`config.mk`:
```
export PLATFORM = sky130hd
export DESIGN_NAME = pcp_ctrl
export DESIGN_NICKNAME = d
export VERILOG_FILES = /design/src/rtl/pcp_pkg.sv /design/src/rtl/pcp_tbase.sv /design/src/rtl/pcp_ctrl.sv
export SDC_FILE = /design/constraint.sdc
export NUM_CORES = 1
export LEC_CHECK = 0
export BUFFER_PORTS_ARGS = -buffer_cell sky130_fd_sc_hd__buf_4
export CAP_MARGIN = 20
export CORE_MARGIN = 5
export CORE_UTILIZATION = 50
export CTS_BUF_LIST = sky130_fd_sc_hd__clkbuf_4 sky130_fd_sc_hd__clkbuf_8
export DETAILED_ROUTE_END_ITERATION = 8
export HOLD_SLACK_MARGIN = 0.06
export PLACE_DENSITY_LB_ADDON = 0.08
export SYNTH_ARGS = -nofsm -noshare
export SYNTH_HDL_FRONTEND = slang
export SYNTH_SLANG_ARGS = --single-unit
```
`constraint.sdc`:
```
create_clock -name core_clk -period 6.68 [get_ports core_clk]
set_input_delay 2.004 -clock core_clk [delete_from_list [all_inputs] [get_ports core_clk]]
set_output_delay 2.004 -clock core_clk [all_outputs]
set_load 0.01 [all_outputs]
```
`src/rtl/pcp_pkg.sv`:
```
package pcp_pkg;
	// Clock and time base
	localparam int CLK_PERIOD_NS = 50;
	localparam int TICK_NS = 10000;
	localparam int TICK_CYC = (TICK_NS + CLK_PERIOD_NS - 1) / CLK_PERIOD_NS;
	localparam int TBASE_W = 20;
	localparam logic [19:0] TBASE_MAX = 20'hFFFFF;
	localparam logic [19:0] TBASE_RST = 20'h00000;
	localparam logic [7:0] TICK_LAST = 8'(TICK_CYC - 1);

	// Receive gain: index k is GAIN_MIN_DB plus k steps of GAIN_STEP_DB
	localparam int GAIN_N = 8;
	localparam int GAIN_W = 3;
	localparam int GAIN_MIN_DB = 0;
	localparam int GAIN_STEP_DB = 3;
	localparam int GAIN_TOP_DB = GAIN_MIN_DB + (GAIN_N - 1) * GAIN_STEP_DB;
	localparam logic [2:0] GAIN_RST = 3'h0;
	localparam logic GAIN_MODE_AUTO = 1'b0;
	localparam logic GAIN_MODE_MANUAL = 1'b1;

	// Level widths
	localparam int RSSI_W = 4;
	localparam int NOISE_W = 4;
	localparam int SNR_W = 3;

	// Register byte offsets
	localparam logic [7:0] OFS_REQ = 8'h00;
	localparam logic [7:0] OFS_CNF = 8'h04;
	localparam logic [7:0] OFS_DATA0 = 8'h08;
	localparam logic [7:0] OFS_DATA1 = 8'h0C;
	localparam logic [7:0] OFS_TIME = 8'h10;

	// Request word fields
	localparam int REQ_SVC_LSB = 0;
	localparam int REQ_SET_BIT = 3;
	localparam int REQ_MODE_BIT = 8;
	localparam int REQ_GAIN_LSB = 12;

	// Confirm word fields
	localparam int CNF_VALID_BIT = 0;
	localparam int CNF_SVC_LSB = 1;
	localparam int CNF_REFUSED_BIT = 4;

	// Carrier confirm fields in DATA1
	localparam int CS_FLAG_BIT = 0;
	localparam int CS_HDR_BIT = 1;
	localparam int CS_RSSI_LSB = 4;

	// Gain confirm fields in DATA0
	localparam int GC_GAIN_LSB = 0;
	localparam int GC_MODE_BIT = 8;

	typedef enum logic [2:0] {
		SVC_GAIN = 3'h0,
		SVC_TIME = 3'h1,
		SVC_CARRIER = 3'h2,
		SVC_NOISE = 3'h3,
		SVC_SNR = 3'h4,
		SVC_ZC = 3'h5
	} pcp_svc_t;

	typedef enum {
		CS_IDLE,
		CS_HDR,
		CS_BODY
	} pcp_cs_t;
endpackage : pcp_pkg

```
`src/rtl/pcp_tbase.sv`:
```
`timescale 1ns/10ps
module pcp_tbase (
	input wire logic core_clk,
	input wire logic rstn,
	output logic [pcp_pkg::TBASE_W-1:0] tbase
);
	import pcp_pkg::*;

	logic [7:0] pre_q;
	logic [7:0] pre_d;
	logic [TBASE_W-1:0] cnt_q;
	logic [TBASE_W-1:0] cnt_d;

	// Free running, never held: wraps to zero after TBASE_MAX, and reset returns it to zero
	always_comb begin
		pre_d = pre_q + 8'h01;
		cnt_d = cnt_q;
		if (pre_q == TICK_LAST) begin
			pre_d = 8'h00;
			cnt_d = (cnt_q == TBASE_MAX) ? TBASE_RST : cnt_q + 20'h00001;
		end
	end

	always_ff @(posedge core_clk) begin
		if (!rstn) begin
			pre_q <= 8'h00;
			cnt_q <= TBASE_RST;
		end else begin
			pre_q <= pre_d;
			cnt_q <= cnt_d;
		end
	end

	assign tbase = cnt_q;
endmodule : pcp_tbase

```
`src/rtl/pcp_ctrl.sv`:
```
`timescale 1ns/10ps
module pcp_ctrl (
	input wire logic core_clk,
	input wire logic rstn,
	input wire logic hsel,
	input wire logic [31:0] haddr,
	input wire logic [1:0] htrans,
	input wire logic hwrite,
	input wire logic [2:0] hsize,
	input wire logic [31:0] hwdata,
	input wire logic hready,
	output logic hreadyout,
	output logic hresp,
	output logic [31:0] hrdata,
	input wire logic preamble_det,
	input wire logic header_ok,
	input wire logic header_fail,
	input wire logic [pcp_pkg::TBASE_W-1:0] header_end_time,
	input wire logic [pcp_pkg::TBASE_W-1:0] ppdu_end_time,
	input wire logic [pcp_pkg::RSSI_W-1:0] rssi_level,
	input wire logic [pcp_pkg::NOISE_W-1:0] noise_level,
	input wire logic [pcp_pkg::SNR_W-1:0] snr_level,
	input wire logic frame_done,
	input wire logic link_event,
	input wire logic zero_cross_pin,
	input wire logic [pcp_pkg::GAIN_W-1:0] agc_gain_now,
	output logic rx_gain_mode,
	output logic [pcp_pkg::GAIN_W-1:0] rx_gain_idx,
	output logic agc_start_load,
	output logic [pcp_pkg::GAIN_W-1:0] agc_start_gain
);
	import pcp_pkg::*;

	// Gain range must meet the 21 dB top and 6 dB step limits
	localparam logic GAIN_RANGE_OK = (GAIN_TOP_DB >= 21) && (GAIN_STEP_DB <= 6);

	function automatic logic [7:0] reg_ofs(input logic [31:0] a);
		reg_ofs = {a[7:2], 2'b00};
	endfunction : reg_ofs

	logic [TBASE_W-1:0] tbase;

	pcp_tbase u_tbase (
		.core_clk(core_clk),
		.rstn(rstn),
		.tbase(tbase)
	);

	// Bus state
	logic wr_pend_q, wr_pend_d;
	logic rd_pend_q, rd_pend_d;
	logic [7:0] addr_q, addr_d;
	logic hreadyout_q, hreadyout_d;
	logic [31:0] hrdata_q, hrdata_d;

	// Confirm state
	logic cnf_valid_q, cnf_valid_d;
	logic cnf_refused_q, cnf_refused_d;
	logic [2:0] cnf_svc_q, cnf_svc_d;
	logic [31:0] data0_q, data0_d;
	logic [31:0] data1_q, data1_d;

	// Gain state
	logic mode_q, mode_d;
	logic [GAIN_W-1:0] gain_cfg_q, gain_cfg_d;
	logic [GAIN_W-1:0] gain_app_q, gain_app_d;
	logic load_q, load_d;

	// Carrier state
	pcp_cs_t cs_q, cs_d;
	logic [TBASE_W-1:0] cs_time_q, cs_time_d;
	logic [RSSI_W-1:0] rssi_q, rssi_d;
	logic [SNR_W-1:0] snr_q, snr_d;

	// Mains crossing state
	logic zc_s1_q, zc_s2_q, zc_s3_q;
	logic zc_stable_q, zc_stable_d;
	logic [TBASE_W-1:0] zc_time_q, zc_time_d;
	logic [TBASE_W-1:0] evt_time_q, evt_time_d;

	logic acc;
	logic [2:0] req_svc;
	logic req_set;
	logic req_hit;
	logic rd_cnf;
	logic new_cnf;
	logic new_ref;
	logic [GAIN_W-1:0] gain_next;

	always_comb begin
		wr_pend_d = 1'b0;
		rd_pend_d = 1'b0;
		addr_d = addr_q;
		hreadyout_d = 1'b1;
		hrdata_d = hrdata_q;
		cnf_valid_d = cnf_valid_q;
		cnf_refused_d = cnf_refused_q;
		cnf_svc_d = cnf_svc_q;
		data0_d = data0_q;
		data1_d = data1_q;
		mode_d = mode_q;
		gain_cfg_d = gain_cfg_q;
		load_d = 1'b0;
		new_cnf = 1'b0;
		new_ref = 1'b0;
		rd_cnf = 1'b0;
		gain_next = gain_app_q;
		req_svc = hwdata[REQ_SVC_LSB +: 3];
		req_set = hwdata[REQ_SET_BIT];
		req_hit = wr_pend_q && (addr_q == OFS_REQ);

		// Address phase; reads take one wait state so a write just before is seen
		acc = hsel && htrans[1] && hready;
		if (acc) begin
			wr_pend_d = hwrite;
			rd_pend_d = !hwrite;
			addr_d = reg_ofs(haddr);
			hreadyout_d = hwrite;
		end

		// Request handling in the write data phase
		if (req_hit) begin
			if (req_set && (req_svc != SVC_GAIN)) begin
				new_ref = 1'b1;
			end else begin
				new_cnf = 1'b1;
				cnf_svc_d = req_svc;
				data0_d = 32'h00000000;
				data1_d = 32'h00000000;
				case (req_svc)
					SVC_GAIN: begin
						if (req_set) begin
							mode_d = hwdata[REQ_MODE_BIT];
							gain_cfg_d = hwdata[REQ_GAIN_LSB +: GAIN_W];
							load_d = (hwdata[REQ_MODE_BIT] == GAIN_MODE_AUTO);
							gain_next = hwdata[REQ_GAIN_LSB +: GAIN_W];
						end
						data0_d[GC_MODE_BIT] = mode_d;
						data0_d[GC_GAIN_LSB +: GAIN_W] = gain_next;
					end
					SVC_TIME: data0_d[TBASE_W-1:0] = tbase;
					SVC_CARRIER: begin
						if (cs_q != CS_IDLE) begin
							data0_d[TBASE_W-1:0] = cs_time_q;
							data1_d[CS_FLAG_BIT] = 1'b1;
							data1_d[CS_RSSI_LSB +: RSSI_W] = rssi_q;
						end
						data1_d[CS_HDR_BIT] = (cs_q == CS_HDR);
					end
					SVC_NOISE: data0_d[NOISE_W-1:0] = noise_level;
					SVC_SNR: data0_d[SNR_W-1:0] = snr_q;
					SVC_ZC: begin
						data0_d[TBASE_W-1:0] = zc_time_q;
						data1_d[TBASE_W-1:0] = zc_time_q - evt_time_q;
					end
					default: begin
						// Unknown services are refused and leave the last confirm intact
						new_cnf = 1'b0;
						new_ref = 1'b1;
						cnf_svc_d = cnf_svc_q;
						data0_d = data0_q;
						data1_d = data1_q;
					end
				endcase
			end
		end

		// Read data phase; reading the confirm word clears its flags
		if (rd_pend_q) begin
			case (addr_q)
				OFS_CNF: begin
					hrdata_d = 32'h00000000;
					hrdata_d[CNF_VALID_BIT] = cnf_valid_q;
					hrdata_d[CNF_SVC_LSB +: 3] = cnf_svc_q;
					hrdata_d[CNF_REFUSED_BIT] = cnf_refused_q;
					rd_cnf = 1'b1;
				end
				OFS_DATA0: hrdata_d = data0_q;
				OFS_DATA1: hrdata_d = data1_q;
				OFS_TIME: hrdata_d = {12'h000, tbase};
				default: hrdata_d = 32'h00000000;
			endcase
		end

		// A new confirm in the clearing cycle survives
		if (rd_cnf) begin
			cnf_valid_d = 1'b0;
			cnf_refused_d = 1'b0;
		end
		if (new_cnf) begin
			cnf_valid_d = 1'b1;
		end
		if (new_ref) begin
			cnf_refused_d = 1'b1;
		end
	end

	// Applied gain follows the loop in auto mode, except on the start load
	always_comb begin
		if (mode_d == GAIN_MODE_MANUAL) begin
			gain_app_d = gain_cfg_d;
		end else if (load_d) begin
			gain_app_d = gain_cfg_d;
		end else begin
			gain_app_d = agc_gain_now;
		end
	end

	// Carrier tracking: a preamble alone gives a pending header, header
	// recognition gives the frame end; a failed header drops the carrier
	always_comb begin
		cs_d = cs_q;
		cs_time_d = cs_time_q;
		rssi_d = rssi_q;
		snr_d = snr_q;
		case (cs_q)
			CS_IDLE: begin
				cs_time_d = TBASE_RST;
				if (preamble_det) begin
					cs_d = CS_HDR;
					cs_time_d = header_end_time;
					rssi_d = rssi_level;
				end
			end
			CS_HDR: begin
				if (header_fail) begin
					cs_d = CS_IDLE;
					cs_time_d = TBASE_RST;
				end else if (header_ok) begin
					cs_d = CS_BODY;
					cs_time_d = ppdu_end_time;
				end
			end
			CS_BODY: begin
				if (frame_done || (tbase == cs_time_q)) begin
					cs_d = CS_IDLE;
					cs_time_d = TBASE_RST;
				end
			end
			default: begin
				cs_d = CS_IDLE;
				cs_time_d = TBASE_RST;
			end
		endcase
		if (frame_done) begin
			snr_d = snr_level;
		end
	end

	// Crossing edge counts once the second and third stages agree
	always_comb begin
		zc_stable_d = zc_stable_q;
		zc_time_d = zc_time_q;
		evt_time_d = evt_time_q;
		if ((zc_s2_q == zc_s3_q) && (zc_s3_q != zc_stable_q)) begin
			zc_stable_d = zc_s3_q;
			if (zc_s3_q) begin
				zc_time_d = tbase;
			end
		end
		if (link_event) begin
			evt_time_d = tbase;
		end
	end

	always_ff @(posedge core_clk) begin
		if (!rstn) begin
			wr_pend_q <= 1'b0;
			rd_pend_q <= 1'b0;
			addr_q <= 8'h00;
			hreadyout_q <= 1'b1;
			hrdata_q <= 32'h00000000;
			cnf_valid_q <= 1'b0;
			cnf_refused_q <= 1'b0;
			cnf_svc_q <= 3'h0;
			data0_q <= 32'h00000000;
			data1_q <= 32'h00000000;
			mode_q <= GAIN_MODE_AUTO;
			gain_cfg_q <= GAIN_RST;
			gain_app_q <= GAIN_RST;
			load_q <= 1'b0;
			cs_q <= CS_IDLE;
			cs_time_q <= TBASE_RST;
			rssi_q <= 4'h0;
			snr_q <= 3'h0;
			zc_s1_q <= 1'b0;
			zc_s2_q <= 1'b0;
			zc_s3_q <= 1'b0;
			zc_stable_q <= 1'b0;
			zc_time_q <= TBASE_RST;
			evt_time_q <= TBASE_RST;
		end else begin
			wr_pend_q <= wr_pend_d;
			rd_pend_q <= rd_pend_d;
			addr_q <= addr_d;
			hreadyout_q <= hreadyout_d;
			hrdata_q <= hrdata_d;
			cnf_valid_q <= cnf_valid_d;
			cnf_refused_q <= cnf_refused_d;
			cnf_svc_q <= cnf_svc_d;
			data0_q <= data0_d;
			data1_q <= data1_d;
			mode_q <= mode_d;
			gain_cfg_q <= gain_cfg_d;
			gain_app_q <= gain_app_d;
			load_q <= load_d && GAIN_RANGE_OK;
			cs_q <= cs_d;
			cs_time_q <= cs_time_d;
			rssi_q <= rssi_d;
			snr_q <= snr_d;
			zc_s1_q <= zero_cross_pin;
			zc_s2_q <= zc_s1_q;
			zc_s3_q <= zc_s2_q;
			zc_stable_q <= zc_stable_d;
			zc_time_q <= zc_time_d;
			evt_time_q <= evt_time_d;
		end
	end

	// Response is always OKAY
	always_ff @(posedge core_clk) begin
		if (!rstn) begin
			hresp <= 1'b0;
		end else begin
			hresp <= 1'b0;
		end
	end

	assign hreadyout = hreadyout_q;
	assign hrdata = hrdata_q;
	assign rx_gain_mode = mode_q;
	assign rx_gain_idx = gain_app_q;
	assign agc_start_load = load_q;
	assign agc_start_gain = gain_cfg_q;
endmodule : pcp_ctrl

```
==> metrics.txt, run 1 <==
CP max stage delay=0.86 ns; # resized after CTS=0; CP Capture Point=data1_q[13]; VDD IR max=approximately 0.18 mV; Slowest cell on crit path=and2_1; Slew HR=0.2970; largest net degree at the start of global routing=between 60 and 70; clk_lat worst skew=about 0.47 ns; CTS tree=done; initial antenna violation count=0; initial core utilization=0.5041; Crit path arrival time=4.20 ns; setup slack, reg-to-reg=3.88 ns; Post-synth ARST share=0; Port Buffers=108; setup TNS=0 ns; Seq cells post-synth=about 180; number of synthesized flops with an enable pin=0; Core Rows=50; vias=between 7000 and 8000; RR Endpoint=data1_q[16]; # placed instances=1342; CP max FO=23; final worst path period share=0.5720; Post-CTS Hold Buffers=0; clk sink count=183; Unique masters post-synth=63; CP required=7.06 ns; Worst Tran Pin Value=between 1 and 1.5 ns; share of cells above drive strength 1=0.1516; Placer Congestion=about 0.87; Hold Path Depth=1; Synth Area per Inst=about 8.6 µm²; Antenna Cells=0; Post-CTS Repair Setup Buffers=0; io pins=176; Final setup violation count=0; number of global-route vias before repair=7423; synth cell count leaders=dfxtp_1 (183), nand2_1 (144), clkbuf_1 (65), nor2_1 (65), nor2b_1 (58); final wirelength=24730 µm; drt first pass iters=7; Post-Syn Area=9335 µm²; Yosys top cell by area=dfxtp_1; Synth area leaders=dfxtp_1 (39%), nand2_1 (5.8%), mux2i_1 (5.7%), nor2b_1 (3.9%), o211a_1 (3.8%); Lkg Pwr=approximately 4.4 nW; Die X-Extent=146.6 µm; crit path cell chain=buf_4 -> nor2b_1 -> and2_1 -> nand4_1 -> o21ai_0; gr ovfl total=0; Max Root-Sink Buffers=2; nets=1284; critical path type=primary input to flip-flop; predominant post-synthesis flop cell=dfxtp_1; clk slew on worst S/H paths=approximately 0.09 ns; CTS buffer count=17; ANT nets after route=0; share of the synthesized area in the top cell type=0.3924; first-pass GRT wire length=between 30000 and 40000 µm; Min Clock Period, post-route=approximately 3.8 ns; sequential area share after synthesis=0.3924; die height=146.6 µm; highest clock rate=about 260 MHz; die area=roughly 22000 µm²; Root Driver=clkbuf_8; top-count cell post-synth=dfxtp_1; Reg2Reg Depth=10; Max Slew Vio Count=0; Power per Cell Area=202.6 nW/µm²; HPWL after DPL=17470 µm; Hold/Removal Path Class=flip-flop to flip-flop; cells after synthesis=1082; RSZ-0062 raised after global routing=false; Max-Cap Viols=0; post-route insts no fill=1375; worst clock skew=0.01121 ns; number of DRC markers in iteration 0=581; YS warnings=0; Global Route Usage Sum=0.2280; wire length per cell=17.99 µm; vias per cell=5.594; Final Hold Viols=0; CP Capture Type=flip-flop; Placeable Area=18520 µm²; CTS HTree Levels=4; area grow syn2layout=12.76%; DRC Markers=0; CP Launch Point=hwdata[2]; startpoint class of the critical path=primary input; reg2reg start=zc_time_q[0]; outcome=completed
-- per-stage QoR --
step | worst slack [ns] | utilization | area [µm²] | power [mW] | hold slack (ns)
floorplan | 3.279 | - | 9380 | 1.257 | 0.4119
detailed placement | 2.469 | 0.5439 | 10070 | 1.326 | 0.4306
global route | 2.741 | 0.5684 | 10530 | 2.215 | 0.4744
global placement | 2.524 | 0.5435 | 10060 | 1.325 | 0.4251
finish | 2.859 | 0.5684 | 10530 | 2.133 | 0.4492
CTS | 2.950 | 0.5676 | 10510 | 2.147 | 0.4490
-- routing by layer --
| layer | part of all wire | global-route usage | vias to the layer above |
|---|---|---|---|
| li1 | - | - | 3835 |
| met1 | 0.45 | 0.2886 | 3632 |
| met2 | 0.49 | 0.3953 | 189 |
| met3 | 0.041 | 0.04035 | 36 |
| met4 | 0.020 | 0.07103 | 0 |
| met5 | 0 | 0 | - |
-- power breakdown --
group / internal [mW] / switching [mW]
Combinational: 0.0819 / 0.0929
Clock: 0.408 / 0.424
Sequential: 1.11 / 0.0168
Total: 1.60 / 0.534
-- worst max-delay path: cells and delay by family --
| family | cells | cell delay (ns) |
|---|---|---|
| simple gates | 3 | 1.68 |
| compound gates | 1 | 0.31 |
| buf+inv | 1 | 0.19 |
-- final cells by class --
type,instances,area [µm²]
repair buffers,120,908.4
inverters,29,108.9
fillers,1752,7991
multi-input cells,777,5114
well taps,234,292.8
clock inverters,12,163.9
flip-flops and latches,183,3664
clock buffers,20,275.3
-- layout by cell type, fill, tap and decap left out, drive strengths merged, types with 4 or more instances in the layout --
cell type  netlist  final
dfxtp          183    183
nand2          146    146
buf             40    120
nor2            68     68
nor2b           58     58
mux2i           53     53
a21oi           38     38
a21boi          38     38
o211a           35     35
nand3           34     34
inv             29     34
xor2            32     32
o21ai           31     31
xnor2           30     30
a22oi           28     28
ha              21     21
clkbuf          65     20
and2            16     16
o211ai          16     16
a222oi          15     15
nand4           13     13
conb             1     13
and3            11     11
a221oi           8      8
nor4             6      6
o22ai            6      6
nor3             6      6
nor3b            5      5
o21a             4      4
a31oi            4      4
clkinv           0      4
-- worst min-delay path by stage --
stage,slack [ns],endpoint,startpoint
final,0.45,zc_s2_q,zc_s1_q
after global routing,0.47,zc_s2_q,zc_s1_q
after CTS,0.45,u_tbase.pre_q[0],u_tbase.pre_q[0]
after detailed placement,0.43,zc_s2_q,zc_s1_q
after global placement,0.43,zc_s2_q,zc_s1_q
after floorplan,0.41,zc_s2_q,zc_s1_q
-- kinds of logic after synthesis --
group           share of synthesized area
fa+ha+maj                         0.03029
mux                               0.06045
buf+inv                           0.06554
other cells                     0.0004017
flops                              0.3924
compound gates                     0.1974
xor+xnor                          0.05817
simple gates                       0.1953
-- flip-flops by register name, summed over array words and instances (netlist names), 2 cells and up --
name / cells
cnf_svc_q: 3
snr_q: 3
cs_q: 2
evt_time_q: 20
u_tbase.tbase: 20
u_tbase.pre_q: 8
data0_q: 20
cs_time_q: 20
data1_q: 20
zc_time_q: 20
hrdata: 20
rssi_q: 4
addr_q: 6
agc_start_gain: 3
rx_gain_idx: 3
No activity file was read; power rests on OpenSTA's default activity.
==> inputs of run 2 (changes only) <==
- ABC_AREA: unset -> 1
- clock period: 6.68 -> 3.7 ns (I/O delays scaled with it)
==> run 2 against run 1 <==
  * Sequential power grew 81%
  * Final cell count grew 23%
  * Synthesized area up 1.8%
  * Clock skew is 0.011 ns higher
  * Count of clock-buffer cells in the layout fell by 3
  * First-iteration DRC count is 28% higher
  * Via count grew 20%
  * Register-to-register slack got worse by 2.4 ns
  * Critical path type unchanged
  * Highest routed layer unchanged
==> metrics.txt, run 2 <==
outcome=completed; die area=21870 µm² (+1.7%); setup slack, reg-to-reg=1.48 ns (-2.40 ns); Port Buffers=108 (unchanged); Flop pwr share=0.529 (about the same); fill count=1876 (+7.1%); predominant post-synthesis flop cell=dfxtp_1; HPWL after DPL=20700 µm (+19%); top-count cell post-synth=nand2_1; Die X-Extent=147.9 µm (+0.85%); Min Clock Period, post-route=around 2.4 ns; initial antenna violation count=0 (unchanged); share of the synthesized area in the top cell type=0.3854 (-0.007025); Hold EP=zc_s2_q; reg2reg start=addr_q[7]; clk slew on worst S/H paths=0.10 ns (about the same); Placeable Area=18710 µm² (+1.0%); drt first pass iters=6 (-1); vias=9205 (+20%); Post-Syn Area=9505 µm² (+1.8%); Post-CTS Repair Setup Buffers=0 (unchanged); CTS buffer count=17 (unchanged); register area=3664 µm² (unchanged); footprint of the multi-input gates=4995 µm² (-2.3%); Yosys top cell by area=dfxtp_1; cells after synthesis=1372 (+27%); Root Driver=clkbuf_8; commonest cells after routing, fill and taps aside=nand2_1 (361), dfxtp_1 (183), a21oi_1 (169), inv_1 (124), buf_4 (117); Crit path arrival time=2.79 ns (-1.41 ns); Final setup violation count=0 (unchanged); CTS HTree Levels=4 (unchanged); Synth Area per Inst=6.928 µm² (-20%); Max-Cap Viols=0 (unchanged); worst clock skew=0.02187 ns (+0.01066 ns); final worst path period share=0.6425; nets=1602 (+25%); Unique masters post-synth=50 (-21%); number of global-route vias before repair=8359 (+13%); Max Slew Vio Count=0 (unchanged); YS warnings=0 (unchanged); Antenna Cells=0 (unchanged); ANT nets after route=0 (unchanged); number of synthesized flops with an enable pin=0 (unchanged); Slew HR=0.3765 (+0.07949); Setup Slack @ Placement=0.8418 ns (-1.627 ns); P_int=2.746 mW (+72%); CP Capture Type=flip-flop; worst setup margin=1.323 ns (-1.536 ns); die height=147.9 µm (+0.85%); Power per Cell Area=360.6 nW/µm² (+78%); initial core utilization=0.5082 (+0.004039); highest clock rate=420.7 MHz; Post-synth ARST share=0 (unchanged); Placer Congestion=0.9009 (+3.1%); Hold Path Depth=2 (+1); Core Rows=50 (unchanged); RR Endpoint=hrdata[10]; Post-CTS Hold Buffers=0 (unchanged); io pins=176 (unchanged); gr ovfl total=0 (unchanged); Hold/Removal Path Class=flip-flop to flip-flop; Worst Tran Pin Value=0.9275 ns (-0.1270 ns); largest net degree at the start of global routing=69 (+1.5%); Seq cells post-synth=183 (unchanged); # resized after CTS=0 (unchanged); clk sink count=183 (unchanged); Global Route Usage Sum=0.2511 (+0.02309); CP max FO=21 (-8.7%); leading cell type in the layout, fill and taps excluded=nand2_1; Reg2Reg Depth=7 (-3); CP required=4.11 ns (-2.95 ns); critical path type=primary input to flip-flop; clk_lat worst skew=0.48 ns (about the same); setup TNS=0 ns (unchanged); synth cell count leaders=nand2_1 (361), dfxtp_1 (183), a21oi_1 (169), inv_1 (124), o21ai_0 (101); sequential area share after synthesis=0.3854 (-0.007025); Final Hold Viols=0 (unchanged); final wirelength=27460 µm (+11%); RSZ-0062 raised after global routing=false; startpoint class of the critical path=primary input; area grow syn2layout=13.25%; Synth area leaders=dfxtp_1 (39%), nand2_1 (14%), a21oi_1 (8.9%), o21ai_0 (5.3%), inv_1 (4.9%); share of cells above drive strength 1=0.1412 (-0.01043); # placed instances=1661 (+24%); combinational power share=0.115 (+0.033); Max Root-Sink Buffers=2 (unchanged); CTS tree=done; vias per cell=5.437 (-2.8%); clock network fraction of total power=0.356 (-0.034); Sw Share=0.2925 (+0.04216); P_sw=1.135 mW (+110%); post-route insts no fill=1693 (+23%); VDD IR max=0.2011 mV (+9.2%); DRC Markers=0 (unchanged); first-pass GRT wire length=44080 µm (+11%); wire length per cell=16.22 µm (-9.8%); number of DRC markers in iteration 0=746 (+28%); worst hold start=zc_s1_q; Lkg Pwr=4.490 nW (+1.5%)
[run 2: changes by cell type after synthesis, sizes merged, moves of 26 or more]
cell    before  now
o211a       35    2
nand2      146  364
inv         29  138
o21ai       31  103
clkbuf      65   32
xor2        32    6
mux2i       53    1
nor2b       58    0
a21oi       38  179
a21boi      38    0
xnor2       30    3
nor2        68  105
[run 2: cell families (layout without fill, tap and decap cells)]
| kind of cell | Yosys count | in the layout | synth area share |
|---|---|---|---|
| other | 1 | 13 | 0.0003945 |
| XOR/XNOR | 9 | 9 | 0.008293 |
| AO/OA/AOI/OAI | 356 | 356 | 0.2139 |
| buffers and inverters | 214 | 289 | 0.09464 |
| multiplexers | 1 | 1 | 0.001053 |
| adder cells (fa/ha/maj) | 22 | 22 | 0.02975 |
| flip-flops | 183 | 183 | 0.3854 |
| AND/OR/NAND/NOR | 586 | 586 | 0.2666 |
[run 2: worst max-delay path by stage]
stage                          from     endpoint  slack, ns
after global routing      hwdata[1]  data1_q[19]       1.21
after CTS                 hwdata[1]   data1_q[9]       1.34
final                     hwdata[1]   data1_q[9]       1.32
after detailed placement  hwdata[1]  data1_q[17]       0.84
after floorplan           hwdata[0]  data1_q[10]       1.46
after global placement    hwdata[1]  data1_q[18]       0.86
[run 2: power groups by stage]
| stage | Clock, mW | Sequential [mW] | Combinational (mW) |
|---|---|---|---|
| 6_report | 1.38 | 2.05 | 0.446 |
| 5_1_grt | 1.49 | 2.06 | 0.500 |
| 4_1_cts | 1.40 | 2.05 | 0.444 |
| 3_3_place_gp | 0 | 2.10 | 0.438 |
| 3_5_place_dp | 0 | 2.10 | 0.442 |
| 2_1_floorplan | 0 | 2.08 | 0.305 |
[run 2: critical path: stages]
cell     delay (ns)
buf_4          0.13
nor2_2         0.16
nand2_2        0.09
o21ai_2        0.07
inv_2          0.08
nor2_8         0.08
buf_4          0.25
nand2_4        0.09
nor2_4         0.43
nand3_2        0.14
a21oi_2        0.13
[run 2: area by class of cell]
type / count / area share
clock buffers: 17 / 0.02173
clock inverters: 15 / 0.01488
inverters: 139 / 0.04847
multi-input cells: 987 / 0.4640
flip-flops and latches: 183 / 0.3403
well taps: 234 / 0.02720
repair buffers: 118 / 0.08345
[run 2: layer usage]
metal  global-route usage  vias up  wire length, µm
li1                     -     4687                -
met1               0.3572     4196            12900
met2               0.3971      287            12290
met3              0.04016       35             1658
met4              0.06928        0              608
met5                    0        -                0
[run 2: through the flow]
stage | area (µm²) | hold WS, ns | utilization | total power, mW
floorplan | 9550 | 0.3905 | - | 2.388
global placement | 10370 | 0.3950 | 0.5544 | 2.535
detailed placement | 10370 | 0.3973 | 0.5544 | 2.541
CTS | 10770 | 0.4222 | 0.5755 | 3.895
global route | 10770 | 0.4557 | 0.5755 | 4.047
finish | 10770 | 0.4206 | 0.5755 | 3.882
